--- src/tacsl_pkg.sv ---
// tacsl_pkg: command codes, field positions and timing counts for the tag
// anticollision slot logic; shared by the tag end and the reader end
package tacsl_pkg;
    localparam logic [7:0] CMD_INVENTORY  = 8'h06;
    localparam logic [7:0] SUB_START_INV  = 8'h00;
    localparam logic [7:0] SUB_SLOT_ZERO  = 8'h04;
    localparam logic [3:0] PROBE_CODE     = 4'h6;
    localparam logic [7:0] CMD_PICK_TAG   = 8'h0E;
    localparam int         PROBE_CODE_LSB = 0;
    localparam int         PROBE_SLOT_LSB = 4;
    localparam int         SLOT_W         = 4;
    localparam int         HANDLE_W       = 8;
    localparam int         LAST_SLOT      = 15;
    localparam int         NUM_SLOTS      = 16;
    localparam logic [15:0] LFSR_SEED     = 16'hACE1;
    localparam int         REPLY_WAIT_NS  = 200;
    localparam int         CLK_NS         = 10;
    localparam int         REPLY_WAIT_CYC = REPLY_WAIT_NS / CLK_NS;
    localparam int         MAX_STORE      = 16;
    localparam logic [7:0] CMD_KIND_FIRST = 8'h00;
endpackage

--- src/tacsl_link_if.sv ---
// tacsl_link_if: command and reply channel between reader and tag
// assumes framing and crc are handled around it; byte-level transfers
`timescale 1ns/1ps
interface tacsl_link_if;
    logic       cmd_valid;
    logic [7:0] cmd_byte0;
    logic [7:0] cmd_byte1;
    logic       cmd_two;
    logic       rsp_valid;
    logic [7:0] rsp_handle;
    logic       rsp_collide;
    logic       rsp_bad;
    modport tag    (input cmd_valid, cmd_byte0, cmd_byte1, cmd_two,
                    output rsp_valid, rsp_handle);
    modport reader (output cmd_valid, cmd_byte0, cmd_byte1, cmd_two,
                    input rsp_valid, rsp_handle, rsp_collide, rsp_bad);
endinterface

--- src/tacsl_reader.sv ---
// tacsl_reader: reader end running the slot search
// assumes the link merges tag replies into valid, collide and bad flags
`timescale 1ns/1ps
module tacsl_reader
    import tacsl_pkg::*;
#(
    parameter int WAIT_CYC = REPLY_WAIT_CYC
)
(
    // clock and control
    input  wire logic       mclk_i,
    input  wire logic       rst_b_i,
    input  wire logic       clk_en_i,
    input  wire logic       go_i,
    // link
    tacsl_link_if.reader    link,
    // user side results
    output logic            found_valid_o,
    output logic [7:0]      found_handle_o,
    output logic            busy_o
);
    typedef enum logic [2:0] {RS_IDLE, RS_SEND, RS_WAIT, RS_PICK, RS_PICKW, RS_DRAIN} tacsl_rstate_t;
    typedef enum logic [1:0] {CK_START, CK_ZERO, CK_PROBE} tacsl_kind_t;
    typedef struct packed {
        tacsl_rstate_t st;
        tacsl_kind_t   kind;
        logic [3:0]    slot;
        logic [7:0]    tmr;
        logic          coll;
        logic [4:0]    cnt;
        logic [4:0]    idx;
        logic          cv;
        logic [7:0]    b0;
        logic [7:0]    b1;
        logic          two;
        logic          fv;
        logic [7:0]    fh;
    } tacsl_rd_t;

    tacsl_rd_t    cur_ff;
    tacsl_rd_t    nxt_cur;
    logic [7:0]   store_ff [MAX_STORE];
    logic         wr_en;

    always_comb begin
        nxt_cur    = cur_ff;
        nxt_cur.cv = 1'b0;
        nxt_cur.fv = 1'b0;
        wr_en      = 1'b0;
        case (cur_ff.st)
            RS_IDLE: begin
                if (go_i) begin
                    nxt_cur.st   = RS_SEND;
                    nxt_cur.kind = CK_START;                           // [RULE10]
                end
            end
            RS_SEND: begin
                nxt_cur.cv  = 1'b1;
                nxt_cur.tmr = '0;
                nxt_cur.st  = RS_WAIT;
                case (cur_ff.kind)
                    CK_START: begin
                        nxt_cur.b0  = CMD_INVENTORY;
                        nxt_cur.b1  = SUB_START_INV;
                        nxt_cur.two = 1'b1;
                    end
                    CK_ZERO: begin
                        nxt_cur.b0   = CMD_INVENTORY;
                        nxt_cur.b1   = SUB_SLOT_ZERO;
                        nxt_cur.two  = 1'b1;
                        nxt_cur.coll = 1'b0;
                        nxt_cur.cnt  = '0;
                    end
                    default: begin
                        nxt_cur.b0 = {cur_ff.slot, PROBE_CODE};        // [RULE8] [RULE12]
                        nxt_cur.two = 1'b0;
                    end
                endcase
            end
            RS_WAIT: begin
                nxt_cur.tmr = cur_ff.tmr + 8'h01;
                if (link.rsp_valid && !link.rsp_collide && !link.rsp_bad) begin
                    // single clean answer kept [RULE15]
                    nxt_cur.fh = link.rsp_handle;
                    nxt_cur.fv = 1'b1;
                    nxt_cur.st = RS_PICK;
                    if (cur_ff.kind != CK_START && cur_ff.cnt < 5'(MAX_STORE)) begin
                        wr_en = 1'b1;                                  // [RULE11]
                        nxt_cur.cnt = cur_ff.cnt + 5'h01;
                    end
                end else if (link.rsp_valid || cur_ff.tmr == 8'(WAIT_CYC)) begin
                    if (link.rsp_valid) begin
                        nxt_cur.coll = 1'b1;
                    end
                    if (cur_ff.kind == CK_START) begin
                        nxt_cur.kind = link.rsp_valid ? CK_ZERO : CK_START; // [RULE10]
                        nxt_cur.st   = RS_SEND;
                    end else begin
                        nxt_cur.st = RS_PICK;
                        nxt_cur.fv = 1'b0;
                    end
                end
            end
            RS_PICK: begin
                // pick only after a clean single answer; a stray reply here must not re-pick a stale handle
                if (cur_ff.fv) begin
                    nxt_cur.cv  = 1'b1;
                    nxt_cur.b0  = CMD_PICK_TAG;
                    nxt_cur.b1  = cur_ff.fh;
                    nxt_cur.two = 1'b1;
                end
                nxt_cur.st  = RS_PICKW;
                nxt_cur.tmr = '0;
            end
            RS_PICKW: begin
                nxt_cur.tmr = cur_ff.tmr + 8'h01;
                if (cur_ff.tmr == 8'(WAIT_CYC)) begin
                    if (cur_ff.kind == CK_START) begin
                        nxt_cur.st = RS_SEND;                          // [RULE10]
                    end else if (cur_ff.kind == CK_ZERO || cur_ff.slot != 4'(LAST_SLOT)) begin
                        nxt_cur.kind = CK_PROBE;
                        nxt_cur.slot = cur_ff.kind == CK_ZERO ? 4'h1 : cur_ff.slot + 4'h1;
                        nxt_cur.st   = RS_SEND;
                    end else begin
                        nxt_cur.idx = '0;
                        nxt_cur.st  = RS_DRAIN;                        // [RULE13]
                    end
                end
            end
            default: begin
                if (cur_ff.idx < cur_ff.cnt) begin
                    nxt_cur.cv  = 1'b1;
                    nxt_cur.b0  = CMD_PICK_TAG;
                    nxt_cur.b1  = store_ff[cur_ff.idx[3:0]];
                    nxt_cur.two = 1'b1;
                    nxt_cur.idx = cur_ff.idx + 5'h01;
                end else begin
                    nxt_cur.kind = cur_ff.coll ? CK_ZERO : CK_START;   // [RULE14]
                    nxt_cur.slot = '0;
                    nxt_cur.st   = cur_ff.coll ? RS_SEND : RS_IDLE;
                end
            end
        endcase
    end

    always_ff @(posedge mclk_i) begin
        if (!rst_b_i) begin
            cur_ff <= '0;
        end else if (clk_en_i) begin
            cur_ff <= nxt_cur;
            if (wr_en) begin
                store_ff[cur_ff.cnt[3:0]] <= link.rsp_handle;
            end
        end
    end

    assign link.cmd_valid = cur_ff.cv;
    assign link.cmd_byte0 = cur_ff.b0;
    assign link.cmd_byte1 = cur_ff.b1;
    assign link.cmd_two   = cur_ff.two;
    assign found_valid_o  = cur_ff.fv;
    assign found_handle_o = cur_ff.fh;
    assign busy_o         = cur_ff.st != RS_IDLE;
endmodule

--- src/flat_wrapper.sv ---
// flat-port wrapper written by rule: the top's interface ports become plain ports
module tacsl_reader_flat import tacsl_pkg::*;
#(
    parameter int WAIT_CYC = REPLY_WAIT_CYC
)
  (mclk_i, rst_b_i, clk_en_i, go_i, found_valid_o, found_handle_o, busy_o, link_cmd_valid, link_cmd_byte0, link_cmd_byte1, link_cmd_two, link_rsp_valid, link_rsp_handle, link_rsp_collide, link_rsp_bad);
  tacsl_link_if link_i ();
  input  wire logic mclk_i;
  input  wire logic rst_b_i;
  input  wire logic clk_en_i;
  input  wire logic go_i;
  output logic found_valid_o;
  output logic [7:0] found_handle_o;
  output logic busy_o;
  output wire logic [$bits(link_i.cmd_valid)-1:0] link_cmd_valid;
  output wire logic [$bits(link_i.cmd_byte0)-1:0] link_cmd_byte0;
  output wire logic [$bits(link_i.cmd_byte1)-1:0] link_cmd_byte1;
  output wire logic [$bits(link_i.cmd_two)-1:0] link_cmd_two;
  input wire logic [$bits(link_i.rsp_valid)-1:0] link_rsp_valid;
  input wire logic [$bits(link_i.rsp_handle)-1:0] link_rsp_handle;
  input wire logic [$bits(link_i.rsp_collide)-1:0] link_rsp_collide;
  input wire logic [$bits(link_i.rsp_bad)-1:0] link_rsp_bad;
  assign link_cmd_valid = link_i.cmd_valid;
  assign link_cmd_byte0 = link_i.cmd_byte0;
  assign link_cmd_byte1 = link_i.cmd_byte1;
  assign link_cmd_two = link_i.cmd_two;
  assign link_i.rsp_valid = link_rsp_valid;
  assign link_i.rsp_handle = link_rsp_handle;
  assign link_i.rsp_collide = link_rsp_collide;
  assign link_i.rsp_bad = link_rsp_bad;
  tacsl_reader #(.WAIT_CYC(WAIT_CYC)) u_core (.mclk_i(mclk_i), .rst_b_i(rst_b_i), .clk_en_i(clk_en_i), .go_i(go_i), .link(link_i), .found_valid_o(found_valid_o), .found_handle_o(found_handle_o), .busy_o(busy_o));
endmodule
--- config.mk ---
export PLATFORM = sky130hd
export DESIGN_NAME = tacsl_reader_flat
export DESIGN_NICKNAME = d
export VERILOG_FILES = /design/src/tacsl_pkg.sv /design/src/tacsl_link_if.sv /design/src/tacsl_reader.sv /design/src/flat_wrapper.sv
export SDC_FILE = /design/constraint.sdc
export NUM_CORES = 1
export LEC_CHECK = 0
export ABC_AREA = 0
export BUFFER_PORTS_ARGS = -buffer_cell sky130_fd_sc_hd__buf_4
export CAP_MARGIN = 30
export CORE_MARGIN = 2
export CORE_UTILIZATION = 39
export DETAILED_ROUTE_END_ITERATION = 10
export PLACE_DENSITY = 0.52
export SLEW_MARGIN = 20
export SYNTH_ARGS = -nofsm -noshare
export SYNTH_HDL_FRONTEND = slang
export SYNTH_SLANG_ARGS = --single-unit
--- constraint.sdc ---
create_clock -name mclk_i -period 4.9 [get_ports mclk_i]
set_input_delay 1.225 -clock mclk_i [delete_from_list [all_inputs] [get_ports mclk_i]]
set_output_delay 1.225 -clock mclk_i [all_outputs]
set_load 0.01 [all_outputs]
==> results_dict.tcl, run 1 <==
set metrics [dict create \
    period_share 0.729 \
    cts_tree "built" \
    outcome "complete, no violations" \
    diodes 0 \
    grt_overflow 0 \
    num_rows 52 \
    cp.required_ns 4.97 \
    final_antenna_net_count 0 \
    drc 0 \
    gr-usage-all-layers 0.179 \
    cts_setup_buffers 0 \
    fin_crit_ns 3.57 \
    grt_pass1_vias 4741 \
    cts_resized 0 \
    syn_inst 607 \
    insertion_delay_ns 0.43 \
    drt_iter0_drc 427 \
    syn-num-nets 634 \
    drive_above_1_share 0.202 \
    antenna_found_initial 0 \
    syn_to_final_growth_pct 12.7 \
    grt_pass1_wl_mm 29.0 \
    intPower_w 0.00247 \
    grt_max_degree 42 \
    start_kind "flop" \
    fmax_mhz 280 \
    ys_seq_area_frac 0.615 \
    dp_hpwl_mm 12.9 \
    seqPwrFrac 0.525 \
    skew_ns 0.00847 \
    clkPwrFrac 0.447 \
    ys_top_cells_by_area "edfxtp_1 47%, dfxtp_1 14%, mux4_2 8.9%, mux2i_1 4.6%, nand2_1 2.3%" \
    crit_arrival_ns 3.64 \
    crit_type "reg2reg" \
    p_leak_nw 3.04 \
    slew_viol_final 0 \
    via_per_inst 5.43 \
    crit_fanout 22 \
    synth-main-ff-cell "edfxtp_1" \
    sw_frac_of_total 0.225 \
    layout_common_cells "128 x edfxtp_1, 56 x dfxtp_1, 50 x nand2_1" \
    synth_area_sq_um 8110 \
    ys_types 56 \
    slowest_delay_ns 0.79 \
    worst_setup_path_end_kind "flop" \
    hold_viol 0 \
    die_h_microns 148 \
    dr.pass1.iters 5 \
    hold_class "reg2reg" \
    power_density_nw_per_um2 349 \
    worstMarginPinSlew_ns 0.920 \
    vias 4903 \
    final_cells 903 \
    final_common_cell "edfxtp_1" \
    gp_congestion 0.798 \
    drv_cap 0 \
    synth_edf_count 128 \
    grt_setup_unrepaired "false" \
    irDropWorstVdd_mv 0.228 \
    cp_cell_sequence "nor3b_2 -> nand2_1 -> nor4_1 -> nand2_1 -> nor2_1" \
    clock-root-buffer "clkbuf_16" \
    htree_levels 4 \
    initial_core_util 0.399 \
    avgSynthCellArea_sq_um 13.4 \
    wirelength_mm 19.3 \
    synth.largest_area_cell "edfxtp_1" \
    p_sw_w 0.000720 \
    crit_path_top_delay_cell "dfxtp_1" \
    power_frac_comb 0.028 \
    ys_warn_count 0 \
    core_area_sq_um 20300 \
    nNetsFinal 647 \
    synth.top_cell.area_share 0.474 \
    place.detailed.instances 871 \
    wl_per_cell_microns 21.3 \
    io_buffers 41 \
    ys_async_sr_fraction 0 \
    finalSetupViolCount 0 \
    cts_buffer_depth 2 \
    cpMostUsedCell "nand2_1" \
    dieArea_sq_um 22000 \
    ctsHoldBuffers 0 \
    dieWidth_microns 148 \
    clock-sinks 185 \
    path_clk_slew_ns 0.07 \
    relSlewSlack 0.379 \
    io_pins 43 \
    tns_ns 0 \
    cts-buffers-inserted 17 \
    synth-seq-cells 185 \
]
[per-stage QoR]
stage / util / worst slack [ns] / hold WS [ns] / cell area (sq um) / power (W)
global route: 0.450 / 1.09 / 0.492 / 9140 / 0.00329
global placement: 0.419 / 1.13 / 0.454 / 8510 / 0.00180
detailed placement: 0.420 / 1.02 / 0.462 / 8530 / 0.00180
floorplan: - / 1.74 / 0.446 / 8110 / 0.00175
finish: 0.450 / 1.33 / 0.466 / 9140 / 0.00319
CTS: 0.450 / 1.32 / 0.470 / 9140 / 0.00321
[registers in the layout (all words and copies together) (netlist names), named ones only]
signal                 flops
u_core.store_ff          128
u_core.cur_ff             28
u_core.found_handle_o      8
u_core.link.cmd_byte1      8
u_core.link.cmd_byte0      6
u_core.found_valid_o       1
u_core.link.cmd_two        1
u_core.link.cmd_valid      1
[metal layers]
layer  track usage  wire length [microns]  vias up
li1              -                      -     2285
met1         0.266                   9540     2471
met2         0.265                   8610      125
met3        0.0356                    783       22
met4        0.0567                    330        0
met5             0                      0        -
[final cells by class]
cell class              instances  area [sq um]
fillers                      1823         11200
flip-flops and latches        185          4990
clock inverters                14           180
clock buffers                  18           429
well taps                     270           338
inverters                      13          48.8
multi-input cells             353          2770
repair buffers                 50           388
[Yosys cell counts, drive strengths merged, types with 2 or more instances]
cell	instances
a31oi	3
xnor2	2
a41oi	2
clkbuf	18
xor2	5
buf	38
o211ai	12
nand4	5
nor3b	6
and3	12
nor3	5
or3	4
nor2b	7
nand2b	5
ha	12
a211oi	4
mux4	32
mux2i	37
a21oi	22
nand2	50
and2	6
nand3b	2
a311oi	2
nand3	35
o31ai	2
nor2	41
edfxtp	128
inv	13
or2	3
dfxtp	57
o21ai	17
[path summary, 6_finish.rpt]
path / endpoint / cells after the start / startpoint / slack (ns)
hold reg to reg: u_core.link.cmd_byte0[4] / 2 / u_core.link.cmd_byte0[4] / 0.47
setup reg to reg: u_core.store_ff[14][3] / 5 / u_core.cur_ff[53] / 1.33
hold / removal: u_core.link.cmd_byte0[4] / 2 / u_core.link.cmd_byte0[4] / 0.47
setup / recovery: u_core.store_ff[14][3] / 5 / u_core.cur_ff[53] / 1.33
[power by group through the flow]
stage | Sequential [W] | Clock [W] | Combinational (W)
5_1_grt | 0.00168 | 0.00151 | 0.0000993
2_1_floorplan | 0.00171 | 0 | 0.0000480
3_3_place_gp | 0.00171 | 0 | 0.0000899
3_5_place_dp | 0.00171 | 0 | 0.0000912
6_report | 0.00168 | 0.00143 | 0.0000906
4_1_cts | 0.00168 | 0.00145 | 0.0000914
[kinds of logic (layout without fill, tap and decap cells)]
logic type	after synthesis	in the layout	share of synthesized area
compound gates	76	76	0.0628
xor+xnor	7	7	0.00756
fa+ha+maj	12	12	0.0185
buf+inv	69	95	0.0443
flops	185	185	0.615
mux	69	69	0.135
other cells	1	1	0.000462
simple gates	188	188	0.117
[worst max-delay path, delay by kind of cell, from the launching register on]
kind | cells | cell delay, ns
DFF | 1 | 0.79
and+or+nand+nor | 5 | 2.40
Power figures use the tool's default switching activity.
==> run 2, diff against run 1 <==
==> constraint.sdc (replaced) <==
create_clock -name mclk_i -period 3.4 [get_ports mclk_i]
set_input_delay 0.85 -clock mclk_i [delete_from_list [all_inputs] [get_ports mclk_i]]
set_output_delay 0.85 -clock mclk_i [all_outputs]
set_load 0.01 [all_outputs]
==> run 2 against run 1 <==
Against the previous run:
- utilization is 0.60 points higher
- global-route usage is 0.13 points higher
- highest routed layer unchanged
- register-to-register slack lost 0.56 ns
==> results_dict.tcl, run 2 (synthesized netlist as in run 1, its figures left out) <==
set metrics [dict create \
    grt_pass1_vias 5000 \
    final_antenna_net_count 0 \
    tns_ns 0 \
    layout_common_cells "128 x edfxtp_1, 69 x buf_4, 56 x dfxtp_1" \
    io_pins 43 \
    clock-root-buffer "clkbuf_16" \
    fill_cells 1853 \
    nNetsFinal 666 \
    fmax_mhz 380 \
    hold_class "reg2reg" \
    fin_area_sq_um 9260 \
    wirelength_mm 18.9 \
    finalSetupViolCount 0 \
    syn_to_final_growth_pct 14.2 \
    grt_overflow 0 \
    hold_viol 0 \
    htree_levels 4 \
    ctsHoldBuffers 0 \
    dp_hpwl_mm 12.8 \
    dieWidth_microns 148 \
    antenna_found_initial 1 \
    period_share 0.773 \
    start_kind "flop" \
    crit_type "reg2reg" \
    skew_ns 0.0127 \
    outcome "complete, no violations" \
    insertion_delay_ns 0.43 \
    holdWs_ns 0.476 \
    grt_max_degree 42 \
    vias 5017 \
    num_rows 52 \
    drv_cap 0 \
    cp.required_ns 3.75 \
    io_buffers 41 \
    cts_tree "built" \
    drive_above_1_share 0.227 \
    drc 0 \
    grt_util_met3 0.0288 \
    power_density_nw_per_um2 491 \
    crit_arrival_ns 2.98 \
    grt_setup_unrepaired "false" \
    grt.met2_usage 0.282 \
    clock-sinks 185 \
    dr.pass1.iters 5 \
    wl_per_cell_microns 20.5 \
    irDropWorstVdd_mv 0.318 \
    worstMarginPinSlew_ns 0.959 \
    crit_fanout 8 \
    via_per_inst 5.44 \
    worst_setup_path_end_kind "flop" \
    fin_crit_ns 2.63 \
    die_h_microns 148 \
    largest_reg_flops 128 \
    cts_resized 0 \
    final_common_cell "edfxtp_1" \
    gr-usage-all-layers 0.180 \
    core_area_sq_um 20300 \
    grt-busiest-layer "met2" \
    grt_pass1_wl_mm 29.3 \
    relSlewSlack 0.360 \
    dieArea_sq_um 22000 \
    cts-buffers-inserted 17 \
    initial_core_util 0.399 \
    cts_setup_buffers 0 \
    p_leak_nw 3.13 \
    placed_cell_area_sq_um 8660 \
    gp_congestion 0.811 \
    met1_usage 0.259 \
    slew_viol_final 0 \
    diodes 0 \
    cts_buffer_depth 2 \
    path_clk_slew_ns 0.07 \
    drt_iter0_drc 445 \
]
## run 2: path summary, 6_finish.rpt
| path | startpoint | endpoint | slack (ns) | cells after the start |
|---|---|---|---|---|
| setup / recovery | u_core.cur_ff[34] | u_core.cur_ff[51] | 0.77 | 7 |
| hold / removal | u_core.link.cmd_byte0[5] | u_core.link.cmd_byte0[5] | 0.48 | 2 |
| setup reg to reg | u_core.cur_ff[34] | u_core.cur_ff[51] | 0.77 | 7 |
| hold reg to reg | u_core.link.cmd_byte0[5] | u_core.link.cmd_byte0[5] | 0.48 | 2 |
## run 2: area by class of cell
cell class | instances | area [sq um] | area share
sequential | 185 | 4990 | 0.538
multi-input combinational | 353 | 2770 | 0.299
timing repair buffer | 69 | 518 | 0.0559
clock buffer | 17 | 425 | 0.0459
tap | 270 | 338 | 0.0365
clock inverter | 15 | 176 | 0.0190
inverter | 13 | 48.8 | 0.00527
## run 2: metrics by stage
| step | cells | total power [W] | util | worst slack [ns] |
|---|---|---|---|---|
| finish | 922 | 0.00455 | 0.456 | 0.771 |
| CTS | 922 | 0.00459 | 0.456 | 0.824 |
| floorplan | 607 | 0.00253 | - | 0.618 |
| global placement | 890 | 0.00260 | 0.427 | 0.787 |
| detailed placement | 890 | 0.00260 | 0.427 | 0.786 |
| global route | 922 | 0.00469 | 0.456 | 0.542 |
## run 2: routing by layer
metal / vias up / share of wire / wire, microns
met1: 2531 / 0.48 / 8980
li1: 2325 / - / -
met3: 18 / 0.042 / 788
met2: 143 / 0.47 / 8790
met4: 0 / 0.016 / 306
met5: - / 0 / 0
## run 2: report_power, final
part	internal [W]	total, W	switching (W)
clock	0.00106	0.00200	0.000942
sequential	0.00240	0.00241	0.00000912
combinational	0.0000419	0.000135	0.0000928
## run 2: critical path: stages, from the launching register on
cell	delay [ns]
dfxtp_1	0.48
inv_1	0.14
ha_1	0.32
nand2_1	0.05
o21ai_0	0.39
a21boi_0	0.39
a2111oi_2	0.54
mux2i_1	0.25
